### src/hdl/tasp_pkg.sv
package tasp_pkg;
	// clock figures
	localparam int         CLK_NS      = 20;   // mclk period
	localparam int         BCLK_NS     = 160;  // driven bit clock period
	localparam int         BCLK_HALF   = BCLK_NS / CLK_NS / 2;
	localparam logic [3:0] BCLK_HALF_C = 4'(BCLK_HALF - 1);
	// channel count of this host port
	localparam int         NCH         = 2;
	// register byte offsets
	localparam logic [4:0] A_CTRL      = 5'h00;
	localparam logic [4:0] A_FRAME     = 5'h04;
	localparam logic [4:0] A_SLOT      = 5'h08;
	localparam logic [4:0] A_TX0       = 5'h0C;
	localparam logic [4:0] A_TX1       = 5'h10;
	localparam logic [4:0] A_RX0       = 5'h14;
	localparam logic [4:0] A_RX1       = 5'h18;
	localparam logic [4:0] A_STAT      = 5'h1C;
	// control fields
	localparam int         C_EN        = 0;
	localparam int         C_MST       = 1;
	localparam int         C_FMT       = 2;
	localparam int         C_TRI       = 4;
	localparam int         C_TXE       = 5;
	localparam int         C_RXE       = 7;
	// frame fields
	localparam int         F_FL        = 0;
	localparam int         F_SL        = 16;
	localparam int         F_WL        = 24;
	// slot fields, four bits per channel
	localparam int         S_TX        = 0;
	localparam int         S_RX        = 8;
	// reset values
	localparam logic [31:0] CTRL_RST   = 32'h00000000;
	localparam logic [31:0] FRAME_RST  = 32'h18200040;
	localparam logic [31:0] SLOT_RST   = 32'h00001010;
	// long word handling
	localparam logic [5:0] WORD_32     = 6'h20;
	localparam int         LSB_IGN     = 8;
	// framing formats, gray along the list
	typedef enum logic [1:0] {
		FMT_DSPA = 2'h0,
		FMT_DSPB = 2'h1,
		FMT_LJ   = 2'h3,
		FMT_I2S  = 2'h2
	} tasp_fmt_t;
endpackage

### src/hdl/tasp_host.sv
// What this block does
// RQ1 - device ports: eight or two channels
// RQ2 - tx and rx paths configured apart
// RQ3 - clock master drives both clocks
// RQ4 - four formats: DSP-A, DSP-B, I2S, LJ
// RQ5 - LJ and DSP-B need device master
// RQ6 - words shift MSB first
// RQ7 - samples are signed two's complement
// RQ8 - single pair uses first slot
// RQ9 - device may invert clock polarities; this host has no polarity setting, data change on fall and are sampled on rise
// RQ10 - DSP MSB: edge one (B), two (A)
// RQ11 - right word follows left, no gap
// RQ12 - frame pulse short, falls early enough
// RQ13 - mono travels as left channel
// RQ14 - I2S MSB on second edge after change
// RQ15 - LJ MSB on first edge after change
// RQ16 - one sample rate per port
// RQ17 - per-channel enables, one slot each
// RQ18 - DSP slots consecutive; split even/odd halves
// RQ19 - slots distinct per channel, gaps allowed
// RQ20 - slot, word and frame lengths configurable
// RQ21 - device output may tristate idle slots
// RQ22 - 32-bit words: low eight bits ignored
// RQ23 - master clocks run while channel enabled
// RQ24 - device may advance frame clock edge; this host has no setting for it, slave resync uses fixed positions
// RQ25 - data changes on fall, sampled rise
// RQ26 - master counts frame length for frame clock
module tasp_host (
	input  wire logic                 mclk,
	input  wire logic                 rst_n,
	input  wire logic [4:0]           reg_addr,
	input  wire logic [31:0]          reg_wdata,
	input  wire logic                 reg_we,
	input  wire logic                 reg_re,
	output logic      [31:0]          reg_rdata,
	input  wire logic                 bclk_i,
	output logic                      bclk_o,
	output logic                      bclk_oe,
	input  wire logic                 fclk_i,
	output logic                      fclk_o,
	output logic                      fclk_oe,
	input  wire logic                 serial_out_pin,
	output logic                      serial_in_pin_o,
	output logic                      serial_in_pin_oe
);
	import tasp_pkg::*;

	// register file
	logic [31:0]          ctrl_q, ctrl_d;   // control
	logic [31:0]          frame_q, frame_d; // lengths
	logic [31:0]          slot_q, slot_d;   // slot numbers
	logic [NCH-1:0][31:0] txr_q, txr_d;     // words from software
	logic [NCH-1:0][31:0] txc_q, txc_d;     // words of this frame
	wire  [NCH-1:0][31:0] rxw;              // received words
	wire  [NCH-1:0]       done;             // word complete
	logic                 rxn_q, rxn_d;     // new word sticky
	logic                 txn_q, txn_d;     // words taken sticky
	logic [31:0]          rd_d;             // read data next
	logic                 load;             // frame start load

	// field decode
	tasp_fmt_t   fmt;
	assign fmt = tasp_fmt_t'(ctrl_q[C_FMT+:2]);
	wire         en    = ctrl_q[C_EN];
	wire         mst   = ctrl_q[C_MST];
	wire  [9:0]  fl    = frame_q[F_FL+:10];
	wire  [5:0]  sl    = frame_q[F_SL+:6];
	wire  [5:0]  wl    = frame_q[F_WL+:6];
	wire  [9:0]  half  = {1'b0, fl[9:1]};
	wire         split = (fmt == FMT_I2S) || (fmt == FMT_LJ);
	wire         one   = (fmt == FMT_DSPA) || (fmt == FMT_I2S);
	wire  [9:0]  off   = {9'h000, one};
	// host as clock master: only formats the slave device accepts
	wire         bad   = mst && ((fmt == FMT_DSPB) || (fmt == FMT_LJ)); // RQ5
	wire         run   = en && !bad;

	// pin synchronisers, two flops before any use
	logic [2:0]  bsy_q;  // bit clock, bit 2 for edges
	logic [1:0]  fsy_q;  // frame clock
	logic [1:0]  dsy_q;  // device data out
	always_ff @(posedge mclk or negedge rst_n) begin
		if (!rst_n) begin
			bsy_q <= 3'h0;
			fsy_q <= 2'h0;
			dsy_q <= 2'h0;
		end else begin
			bsy_q <= {bsy_q[1:0], bclk_i};
			fsy_q <= {fsy_q[0], fclk_i};
			dsy_q <= {dsy_q[0], serial_out_pin};
		end
	end

	// bit clock divider, master only
	logic [3:0]  div_q, div_d;
	logic        bck_d;
	always_comb begin
		div_d = 4'h0;
		bck_d = 1'b0;
		// stopped unless the port runs: enabled with a legal format, channel enables aside
		if (run && mst) begin // RQ23
			if (div_q == BCLK_HALF_C) begin
				bck_d = ~bclk_o; // RQ3
			end else begin
				div_d = div_q + 4'h1;
				bck_d = bclk_o;
			end
		end
	end
	always_ff @(posedge mclk or negedge rst_n) begin
		if (!rst_n) begin
			div_q   <= 4'h0;
			bclk_o  <= 1'b0;
			bclk_oe <= 1'b0;
		end else begin
			div_q   <= div_d;
			bclk_o  <= bck_d;
			bclk_oe <= run && mst; // RQ3
		end
	end

	// bit clock edge events, own or sampled
	wire tick = run && mst && (div_q == BCLK_HALF_C);
	wire rise = mst ? (tick && !bclk_o) : (run && bsy_q[1] && !bsy_q[2]);
	wire fall = mst ? (tick && bclk_o) : (run && !bsy_q[1] && bsy_q[2]);

	// frame position state: describes the coming rising edge
	logic [9:0]  pos_q, pos_d, np;  // bit position in frame
	logic [5:0]  bis_q, bis_d;      // bit within slot
	logic [3:0]  sn_q, sn_d, snx;   // slot number
	logic        act_q, act_d;      // inside a slot
	logic        fpv_q, fpv_d;      // last sampled frame clock
	logic        fo_d, so_d, soe_d; // pin next values
	wire  [NCH-1:0] thit, tbit, rhit;

	// per channel slot match and serial shifting
	for (genvar c = 0; c < NCH; c++) begin : g_ch
		logic [31:0] sh_q, sh_d;  // rx shift
		logic [31:0] rw_q, rw_d;  // rx word
		// channel owns the current slot bit
		assign thit[c] = act_q && ctrl_q[C_TXE+c] && (bis_q < wl)
			&& (sn_q == {1'b0, slot_q[S_TX+4*c+:3]}); // RQ17 RQ2
		assign rhit[c] = act_q && ctrl_q[C_RXE+c] && (bis_q < wl)
			&& (sn_q == {1'b0, slot_q[S_RX+4*c+:3]}); // RQ17 RQ2
		// MSB goes out first
		assign tbit[c] = txc_q[c][5'(wl - 6'h1 - bis_q)]; // RQ6
		assign done[c] = rise && rhit[c] && (bis_q == wl - 6'h1);
		assign rxw[c]  = rw_q;
		always_comb begin
			sh_d = sh_q;
			rw_d = rw_q;
			// sample on rising edges
			if (rise && rhit[c]) begin // RQ25
				if (bis_q == 6'h00) begin
					sh_d = {31'h00000000, dsy_q[1]};
				end else begin
					sh_d = {sh_q[30:0], dsy_q[1]}; // RQ6
				end
				// word right aligned, sign at wl-1
				if (bis_q == wl - 6'h1) begin // RQ7
					rw_d = sh_d;
					if (wl == WORD_32) begin
						rw_d[LSB_IGN-1:0] = '0; // RQ22
					end
				end
			end
		end
		always_ff @(posedge mclk or negedge rst_n) begin
			if (!rst_n) begin
				sh_q <= 32'h00000000;
				rw_q <= 32'h00000000;
			end else begin
				sh_q <= sh_d;
				rw_q <= rw_d;
			end
		end
	end

	// frame sequencing and pin drive
	always_comb begin
		pos_d  = pos_q;
		bis_d  = bis_q;
		sn_d   = sn_q;
		act_d  = act_q;
		fpv_d  = fpv_q;
		fo_d   = fclk_o;
		so_d   = serial_in_pin_o;
		soe_d  = serial_in_pin_oe;
		txc_d  = txc_q;
		load   = 1'b0;
		np     = 10'h000;
		snx    = sn_q + (split ? 4'h2 : 4'h1);
		if (!run) begin
			// idle: first edge lands on last position
			pos_d = fl - 10'h1;
			act_d = 1'b0;
			fo_d  = 1'b0;
			so_d  = 1'b0;
			soe_d = 1'b0;
		end else if (rise) begin
			// count to frame length and wrap
			np    = (pos_q >= fl - 10'h1) ? 10'h000 : pos_q + 10'h1; // RQ20 RQ26
			fpv_d = fsy_q[1];
			// host as slave: realign on the device frame edges
			if (!mst && (fsy_q[1] != fpv_q)) begin
				if (!split && fsy_q[1]) begin
					np = 10'h001; // RQ10
				end else if (split && (fsy_q[1] == (fmt == FMT_LJ))) begin
					np = 10'h001; // RQ14 RQ15
				end else if (split) begin
					np = half + 10'h1; // RQ14 RQ15
				end
			end
			pos_d = np; // RQ16
			if (np == off) begin
				// first slot after the offset
				act_d = 1'b1; // RQ8 RQ10 RQ14 RQ15
				sn_d  = 4'h0;
				bis_d = 6'h00;
			end else if (split && (np == half + off)) begin
				// odd slots start the second half
				act_d = 1'b1; // RQ18
				sn_d  = 4'h1;
				bis_d = 6'h00;
			end else if ((np == 10'h000) || (split && (np == half))) begin
				act_d = 1'b0;
			end else if (bis_q == sl - 6'h1) begin
				// next slot follows with no gap
				bis_d = 6'h00; // RQ11 RQ18
				sn_d  = snx;
				if (snx[3]) begin
					act_d = 1'b0;
				end
			end else begin
				bis_d = bis_q + 6'h01;
			end
			// capture software words at frame start
			if (np == 10'h000) begin
				txc_d = txr_q;
				load  = 1'b1;
			end
		end else if (fall) begin
			// change outputs on falling edges
			fo_d  = (fmt == FMT_I2S) ? (pos_q >= half)
				: (pos_q == 10'h000); // RQ10 RQ12 RQ14 RQ26
			// distinct slots keep one channel per bit
			so_d  = |(thit & tbit); // RQ25 RQ19 RQ13
			soe_d = (|thit) || !ctrl_q[C_TRI];
		end
	end
	always_ff @(posedge mclk or negedge rst_n) begin
		if (!rst_n) begin
			pos_q            <= 10'h000;
			bis_q            <= 6'h00;
			sn_q             <= 4'h0;
			act_q            <= 1'b0;
			fpv_q            <= 1'b0;
			txc_q            <= '0;
			fclk_o           <= 1'b0;
			fclk_oe          <= 1'b0;
			serial_in_pin_o  <= 1'b0;
			serial_in_pin_oe <= 1'b0;
		end else begin
			pos_q            <= pos_d;
			bis_q            <= bis_d;
			sn_q             <= sn_d;
			act_q            <= act_d;
			fpv_q            <= fpv_d;
			txc_q            <= txc_d;
			fclk_o           <= fo_d;
			fclk_oe          <= run && mst; // RQ3
			serial_in_pin_o  <= so_d;
			serial_in_pin_oe <= soe_d;
		end
	end

	// register access
	always_comb begin
		ctrl_d  = ctrl_q;
		frame_d = frame_q;
		slot_d  = slot_q;
		txr_d   = txr_q;
		rxn_d   = rxn_q;
		txn_d   = txn_q;
		rd_d    = 32'h00000000;
		if (reg_we) begin
			case (reg_addr)
				A_CTRL:  ctrl_d   = reg_wdata;
				A_FRAME: frame_d  = reg_wdata;
				A_SLOT:  slot_d   = reg_wdata;
				A_TX0:   txr_d[0] = reg_wdata;
				A_TX1:   txr_d[1] = reg_wdata;
				default: ;
			endcase
		end
		if (reg_re) begin
			case (reg_addr)
				A_CTRL:  rd_d = ctrl_q;
				A_FRAME: rd_d = frame_q;
				A_SLOT:  rd_d = slot_q;
				A_TX0:   rd_d = txr_q[0];
				A_TX1:   rd_d = txr_q[1];
				A_RX0:   rd_d = rxw[0];
				A_RX1:   rd_d = rxw[1];
				A_STAT: begin
					rd_d  = {29'h00000000, txn_q, rxn_q, run};
					rxn_d = 1'b0;
					txn_d = 1'b0;
				end
				default: rd_d = 32'h00000000;
			endcase
		end
		// events win over a clearing read
		if (|done) begin
			rxn_d = 1'b1;
		end
		if (load) begin
			txn_d = 1'b1;
		end
	end
	always_ff @(posedge mclk or negedge rst_n) begin
		if (!rst_n) begin
			ctrl_q    <= CTRL_RST;
			frame_q   <= FRAME_RST;
			slot_q    <= SLOT_RST;
			txr_q     <= '0;
			rxn_q     <= 1'b0;
			txn_q     <= 1'b0;
			reg_rdata <= 32'h00000000;
		end else begin
			ctrl_q    <= ctrl_d;
			frame_q   <= frame_d;
			slot_q    <= slot_d;
			txr_q     <= txr_d;
			rxn_q     <= rxn_d;
			txn_q     <= txn_d;
			reg_rdata <= rd_d;
		end
	end

	// channel 0 set on slot 0
	wire c0s0 = ctrl_q[C_TXE] && (slot_q[S_TX+:3] == 3'h0) && (wl != 6'h00);

	bclk_half_a: assert property ( // RQ3
		@(posedge mclk) disable iff (!rst_n)
		$rose(bclk_o) && run ##1 run[*3] |-> bclk_o ##1 !bclk_o)
		else $error("bit clock half period wrong");
	fpulse_len_a: assert property ( // RQ12
		@(posedge mclk) disable iff (!rst_n)
		$rose(fclk_o) ##0 (run && fmt == FMT_DSPA && fl > 10'h1)[*8]
		|-> ##1 !fclk_o)
		else $error("frame pulse not one bit long");
	dspa_msb_a: assert property ( // RQ10
		@(posedge mclk) disable iff (!rst_n)
		$rose(fclk_o) && run && fmt == FMT_DSPA && c0s0
		##1 (run && fmt == FMT_DSPA && c0s0)[*8]
		|-> serial_in_pin_o == txc_q[0][5'(wl - 6'h1)])
		else $error("DSP-A MSB not at second edge");
	// master only: a slave resync may put the frame edge on the MSB fall
	i2s_msb_a: assert property ( // RQ14
		@(posedge mclk) disable iff (!rst_n)
		$fell(fclk_o) && run && mst && fmt == FMT_I2S && c0s0
		##1 (run && mst && fmt == FMT_I2S && c0s0)[*8]
		|-> serial_in_pin_o == txc_q[0][5'(wl - 6'h1)])
		else $error("I2S MSB not at second edge");
	fmt_refuse_a: assert property ( // RQ5
		@(posedge mclk) disable iff (!rst_n)
		bad |=> !bclk_oe && !fclk_oe && !serial_in_pin_oe)
		else $error("illegal master format ran");
	slot_step_a: assert property ( // RQ11
		@(posedge mclk) disable iff (!rst_n)
		rise && act_q && !split && bis_q == sl - 6'h1 && mst
		&& pos_d != off && pos_d != 10'h000 && sn_q < 4'h7
		|=> sn_q == $past(sn_q) + 4'h1 && bis_q == 6'h00)
		else $error("slot gap after word");
	pos_range_a: assert property ( // RQ20
		@(posedge mclk) disable iff (!rst_n)
		run && $past(run) && $stable(frame_q) |-> pos_q < fl)
		else $error("position past frame length");
	rx_lsb_a: assert property ( // RQ22
		@(posedge mclk) disable iff (!rst_n)
		done[0] && wl == WORD_32 |=> rxw[0][LSB_IGN-1:0] == 8'h00)
		else $error("32-bit low byte kept");
endmodule // tasp_host

### config.mk
export PLATFORM = sky130hd
export DESIGN_NAME = tasp_host
export DESIGN_NICKNAME = d
export VERILOG_FILES = /design/src/hdl/tasp_pkg.sv /design/src/hdl/tasp_host.sv
export SDC_FILE = /design/constraint.sdc
export NUM_CORES = 1
export LEC_CHECK = 0
export ABC_AREA = 1
export BUFFER_PORTS_ARGS = -buffer_cell sky130_fd_sc_hd__buf_2
export CORE_UTILIZATION = 48
export DETAILED_ROUTE_END_ITERATION = 12
export PLACE_DENSITY = 0.74
export SETUP_SLACK_MARGIN = 0.3
export SYNTH_ARGS = -nofsm -noshare
export SYNTH_HDL_FRONTEND = slang
export SYNTH_SLANG_ARGS = --single-unit
### constraint.sdc
create_clock -name mclk -period 10.2 [get_ports mclk]
set_input_delay 2.04 -clock mclk [delete_from_list [all_inputs] [get_ports mclk]]
set_output_delay 2.04 -clock mclk [all_outputs]
set_load 0.005 [all_outputs]
**Word-level counts from Yosys, hierarchy flattened**

Cells that the tools add are included.

- Register bits after elaboration: 422
- Bits of input ports: 44
- Output and inout port bits: 38
- Logic and storage cells: 203

- $add $sub $neg: 10
- Order comparisons: 4
- Eq/ne operators: 30
- Muxes and demuxes: 58
- Bitwise gates (word level): 2
- Reduce and logical (&&, ||, !) cells: 71

Operator list:

| cell | count |
|---|---|
| 32-bit one-hot mux with 8 select lines | 1 |
| 32-bit two-way mux | 3 |
| 10-bit two-way mux | 9 |
| 1-bit logical AND | 31 |
| 1-bit two-way mux | 30 |
| 4-bit two-way mux | 6 |
| 6-bit two-way mux | 4 |
| 2-bit AND reduction | 11 |
| 5-bit equality test, second input constant | 4 |
| 10-bit zero test | 2 |
| 4-bit by 3-bit equality test with 1-bit output | 4 |
| 8-bit two-way mux | 2 |
| 6-bit equality test | 2 |
| 6-bit by 1-bit subtractor with 6-bit output, second input constant | 2 |
| 10-bit by 1-bit adder with 10-bit output, second input constant | 1 |
| 9-bit by 1-bit adder with 10-bit output | 1 |
| 9-bit by 1-bit adder with 10-bit output, second input constant | 1 |
| 1-bit binary-select mux with 5-bit select | 2 |
| 10-bit by 1-bit equality test with 1-bit output | 1 |
| 10-bit equality test | 1 |
| 10-bit by 9-bit equality test with 1-bit output | 1 |
| 5-bit by 4-bit equality test with 1-bit output, second input constant | 2 |
| 10-bit greater-or-equal comparator | 1 |
| 10-bit by 9-bit greater-or-equal comparator with 1-bit output | 1 |
| 31 further kinds | 52 |

**Depth between registers and ports, before layout**

- Depth in word-level cells: 19
- Gate-level depth with buffers: 31
- Mapped depth without buffers: 30

**Least setup slack after synthesis**

Ideal clock, no wire load.

- Path type: reg-to-reg
- Start point: register frame_q[1]
- End point: register txc_q[0] in the netlist's numbering
- Setup time: 0.125 ns
- Arrival: 3.536 ns
- Required time: 10.075 ns
- Setup slack: 6.538 ns
- Stages on the path, launching flop included: 25
- Buffers on the path: 2
- Clock period less this slack: 3.662 ns
- Path through: dfrtp_1 buf_2 inv_2 ha_1 nand2_1 nand2_1 inv_1 nand2_1 nor3_1 nand3_1 xor2_1 ha_1 nand2_1 inv_1 a21oi_1 nand3_1 o21ai_0 nand2_1 nand2_2 inv_1 nand4_4 inv_2 nand2_4 buf_6 mux2_4

- Word-level cells in the longest chain between the ends: 11
- Elaborated cells on any way between the ends: 12
- Those cells by class: 2 x add/sub; 1 x order compare; 7 x mux; 2 x reduce/logical

RTL lines:

| element | line | source |
|---|---|---|
| start, declared | tasp_host.sv:50 | `logic [31:0] frame_q, frame_d;` |
| start signal, assigned | tasp_host.sv:331 | `frame_q <= frame_d;` |
| 10-bit by 1-bit subtractor with 10-bit output | tasp_host.sv:201 | `np = (pos_q >= fl - 10'h1) ? 10'h000 : pos_q + 10'h1;` |
| 10-bit greater-or-equal comparator | tasp_host.sv:201 |  |
| 10-bit two-way mux | tasp_host.sv:201 |  |
| 10-bit two-way mux | tasp_host.sv:209 | `end else if (split) begin` |
| 10-bit two-way mux | tasp_host.sv:207 | `end else if (split && (fsy_q[1] == (fmt == FMT_LJ))) begin` |
| 10-bit two-way mux | tasp_host.sv:205 | `if (!split && fsy_q[1]) begin` |
| 10-bit two-way mux (*) | tasp_host.sv:204 | `if (!mst && (fsy_q[1] != fpv_q)) begin` |
| 10-bit two-way mux (*) | tasp_host.sv:199 | `end else if (rise) begin` |
| 10-bit two-way mux (*) | tasp_host.sv:192 | `if (!run) begin` |
| 10-bit zero test (*) | tasp_host.sv:237 | `if (np == 10'h000) begin` |
| 3-bit AND reduction (no source line) (*) | n/a |  |
| end signal, assigned | tasp_host.sv:268 | `txc_q <= txc_d;` |
| end, declared | tasp_host.sv:53 | `logic [NCH-1:0][31:0] txc_q, txc_d;` |

Every way passes the cells marked *; elsewhere a longest branch is shown, timed or not. The select of a mux whose other input is x is not followed.
A chain may end at the register's enable or synchronous reset.

**Worst setup path after layout**

Same ends and word-level chain as after synthesis.

==> results_dict.tcl <==
set metrics [dict create \
    tns_ns 0 \
    whs_path_depth 0 \
    grt_use_total_pct 27.9 \
    gr-total-overflow 0 \
    ir_worst_vdd_v 0.000154 \
    finalMaxSlewViolations 0 \
    drc 0 \
    grt_max_degree 171 \
    ys_seq_elements 422 \
    place_congestion 0.944 \
    rrSetupSlack_ns 5.05 \
    cts.sinks 422 \
    post_cts_buffers 0 \
    setup_viol 0 \
    maxCapViolations 0 \
    cts_hold_buf 0 \
    clockRootBuffer "clkbuf_16" \
    max_freq_ghz 0.194 \
    fin_crit_sh_pct 50.5 \
    die_y_um 207 \
    maxSlewHeadroom_pct 11.3 \
    synthArstFlopShare_pct 100 \
    insertion_delay_ns 0.59 \
    hold_class "flip-flop to flip-flop" \
    ios 82 \
    syn2layout_area_growth_pct 11.2 \
    viasPerCell 5.74 \
    finalCriticalPeriod_ns 5.15 \
    grt_pass1_vias 16600 \
    yosysUniqueCellTypes 52 \
    arrival_ns 5.62 \
    yosys.area.top_type "dfrtp_1" \
    clk_pin_slew_ns 0.06 \
    dominantRegCellSynth "dfrtp_1" \
    drt-pass1-iter-count 9 \
    die-area_mm2 0.0429 \
    grt_antenna_before_repair 0 \
    ys.warnings.count 0 \
    worst_pin_slew_ns 1.33 \
    worstSetupEndpointType "flip-flop" \
    synth-edff-count 0 \
    postSynthCellCount 2390 \
    synthTopCellsByCount "695 x nand2_1, 416 x dfrtp_1, 339 x o21ai_0, 206 x inv_1, 112 x nor2_1" \
    vias 17100 \
    rows 74 \
    dr.first_iter.drc_count 2008 \
    p_leak_nw 10.7 \
    h-tree-depth 2 \
    cts_resized 0 \
    nNetsFinal 2504 \
    diodes 0 \
    drt_wl_total_um 58900 \
    ys_seq_area_share_pct 52.3 \
    place_hpwl_um 39400 \
    cts_tree "done" \
    die_width_um 207 \
    syn_area_per_cell_um2 8.45 \
    detail-route-antenna-nets 0 \
    worst_clock_skew_ns 0.0229 \
    drive_above_1_share_pct 10.2 \
    io_buffers 81 \
    final_hold_viol_count 0 \
    critical_path_class "flip-flop to flip-flop" \
    synth_most_common_cell "nand2_1" \
    dp_cells 2900 \
    cts_buffers 44 \
    synth_nets 2480 \
    fp.coreArea_mm2 0.0412 \
    syn_area_mm2 0.0202 \
    status "finished clean" \
    ys_top_cells_by_area "dfrtp_1 52%, nand2_1 13%, o21ai_0 8.4%" \
    start_kind "flip-flop" \
    required_ns 10.66 \
    power_density_mw_per_mm2 236 \
    worstRegToRegCells 23 \
    clock_path_buffers 3 \
    final_cells 2982 \
    netlist.area_leader.share_pct 51.6 \
    cp_max_fo 69 \
    rsz0062_at_grt "no" \
    grt_pass1_wl_um 93900 \
    wl_per_cell_um 19.7 \
    start_util_pct 49.0 \
]
## path summary, 6_finish.rpt
kind                                 start               end
max in group asynchronous            rst_n  g_ch[0].rw_q[28]
worst max-delay path            frame_q[1]          txc_q[0]
worst max register to register  frame_q[1]          txc_q[0]
min in group asynchronous            rst_n         txr_q[50]
worst min register to register    bsy_q[0]          bsy_q[1]
worst min-delay path              bsy_q[0]          bsy_q[1]
## registers in the layout, indices dropped and copies added, names as in the netlist, 2 cells and up
register,flops
pos_q,10
bsy_q,3
sn_q,4
ctrl_q,32
frame_q,32
fsy_q,2
dsy_q,2
div_q,4
txc_q,64
bis_q,6
txr_q,64
g_ch.sh_q,62
slot_q,32
g_ch.rw_q,64
reg_rdata,32
## power by group
group,switching [mW],internal [mW],leakage [nW]
logic,1.06,0.511,4.30
clock network,0.707,0.956,0.745
registers,0.198,1.86,5.67
total,1.97,3.33,10.7
## logic make-up after synthesis
group	count (synthesis)	synth area share, %
and+or+nand+nor	969	19.6
AOI/OAI and AO/OA	547	15.6
DFF	422	52.3
buffers and inverters	346	6.74
xor gates and xnor gates	53	2.30
adders and majority gates	46	2.92
muxes	7	0.521
## cell type report
cell class / count / area, um^2
flip-flops and latches: 422 / 10600
clock inverters: 20 / 243
clock buffers: 62 / 1270
repair buffers: 103 / 593
inverters: 221 / 830
well taps: 532 / 666
multi-input cells: 1622 / 8290
fillers: 3637 / 18700
## layer usage
metal	share of wire (%)	track usage [%]	wire length, um	vias to the layer above
li1	-	-	-	7917
met4	2.9	9.52	1680	0
met3	7.9	4.32	4670	109
met1	44	39.6	25700	8370
met5	0	0	0	-
met2	46	43.7	26800	722
## per-stage QoR
stage	setup slack [ns]	area [um^2]	hold WS, ns	power (mW)	util [%]
after detailed placement	5.16	21000	0.337	3.62	50.8
after global routing	4.63	22500	0.356	5.59	54.5
after CTS	5.13	22500	0.356	5.29	54.5
after global placement	5.30	21000	0.336	3.59	50.8
final	5.05	22500	0.355	5.30	54.5
after floorplan	6.54	20200	0.331	3.12	-
## critical path, stage by stage, from the launching register on
cell     delay, ns
dfrtp_1       0.59
inv_2         0.12
ha_1          0.22
nand2_1       0.06
nand2_1       0.07
inv_1         0.06
nand2_1       0.07
nor3_1        0.28
nand3_1       0.14
xor2_1        0.18
ha_1          0.32
nand2_1       0.10
inv_1         0.06
a21oi_1       0.32
nand3_1       0.21
o21ai_0       0.29
nand2_1       0.15
nand2_2       0.13
inv_1         0.07
nand4_4       0.11
inv_2         0.09
nand2_4       0.37
buf_4         0.63
mux2_4        0.35
## cells in the final DEF (no fill, tap or decap), drive strengths merged, types with 44 or more instances in the layout
master  count
clkbuf     62
buf       103
a21oi      62
nor2      121
a221oi     49
nand3      99
ha         44
dfrtp     416
o21ai     363
inv       219
nand2     710
No activity file was read; power rests on OpenSTA's default activity.
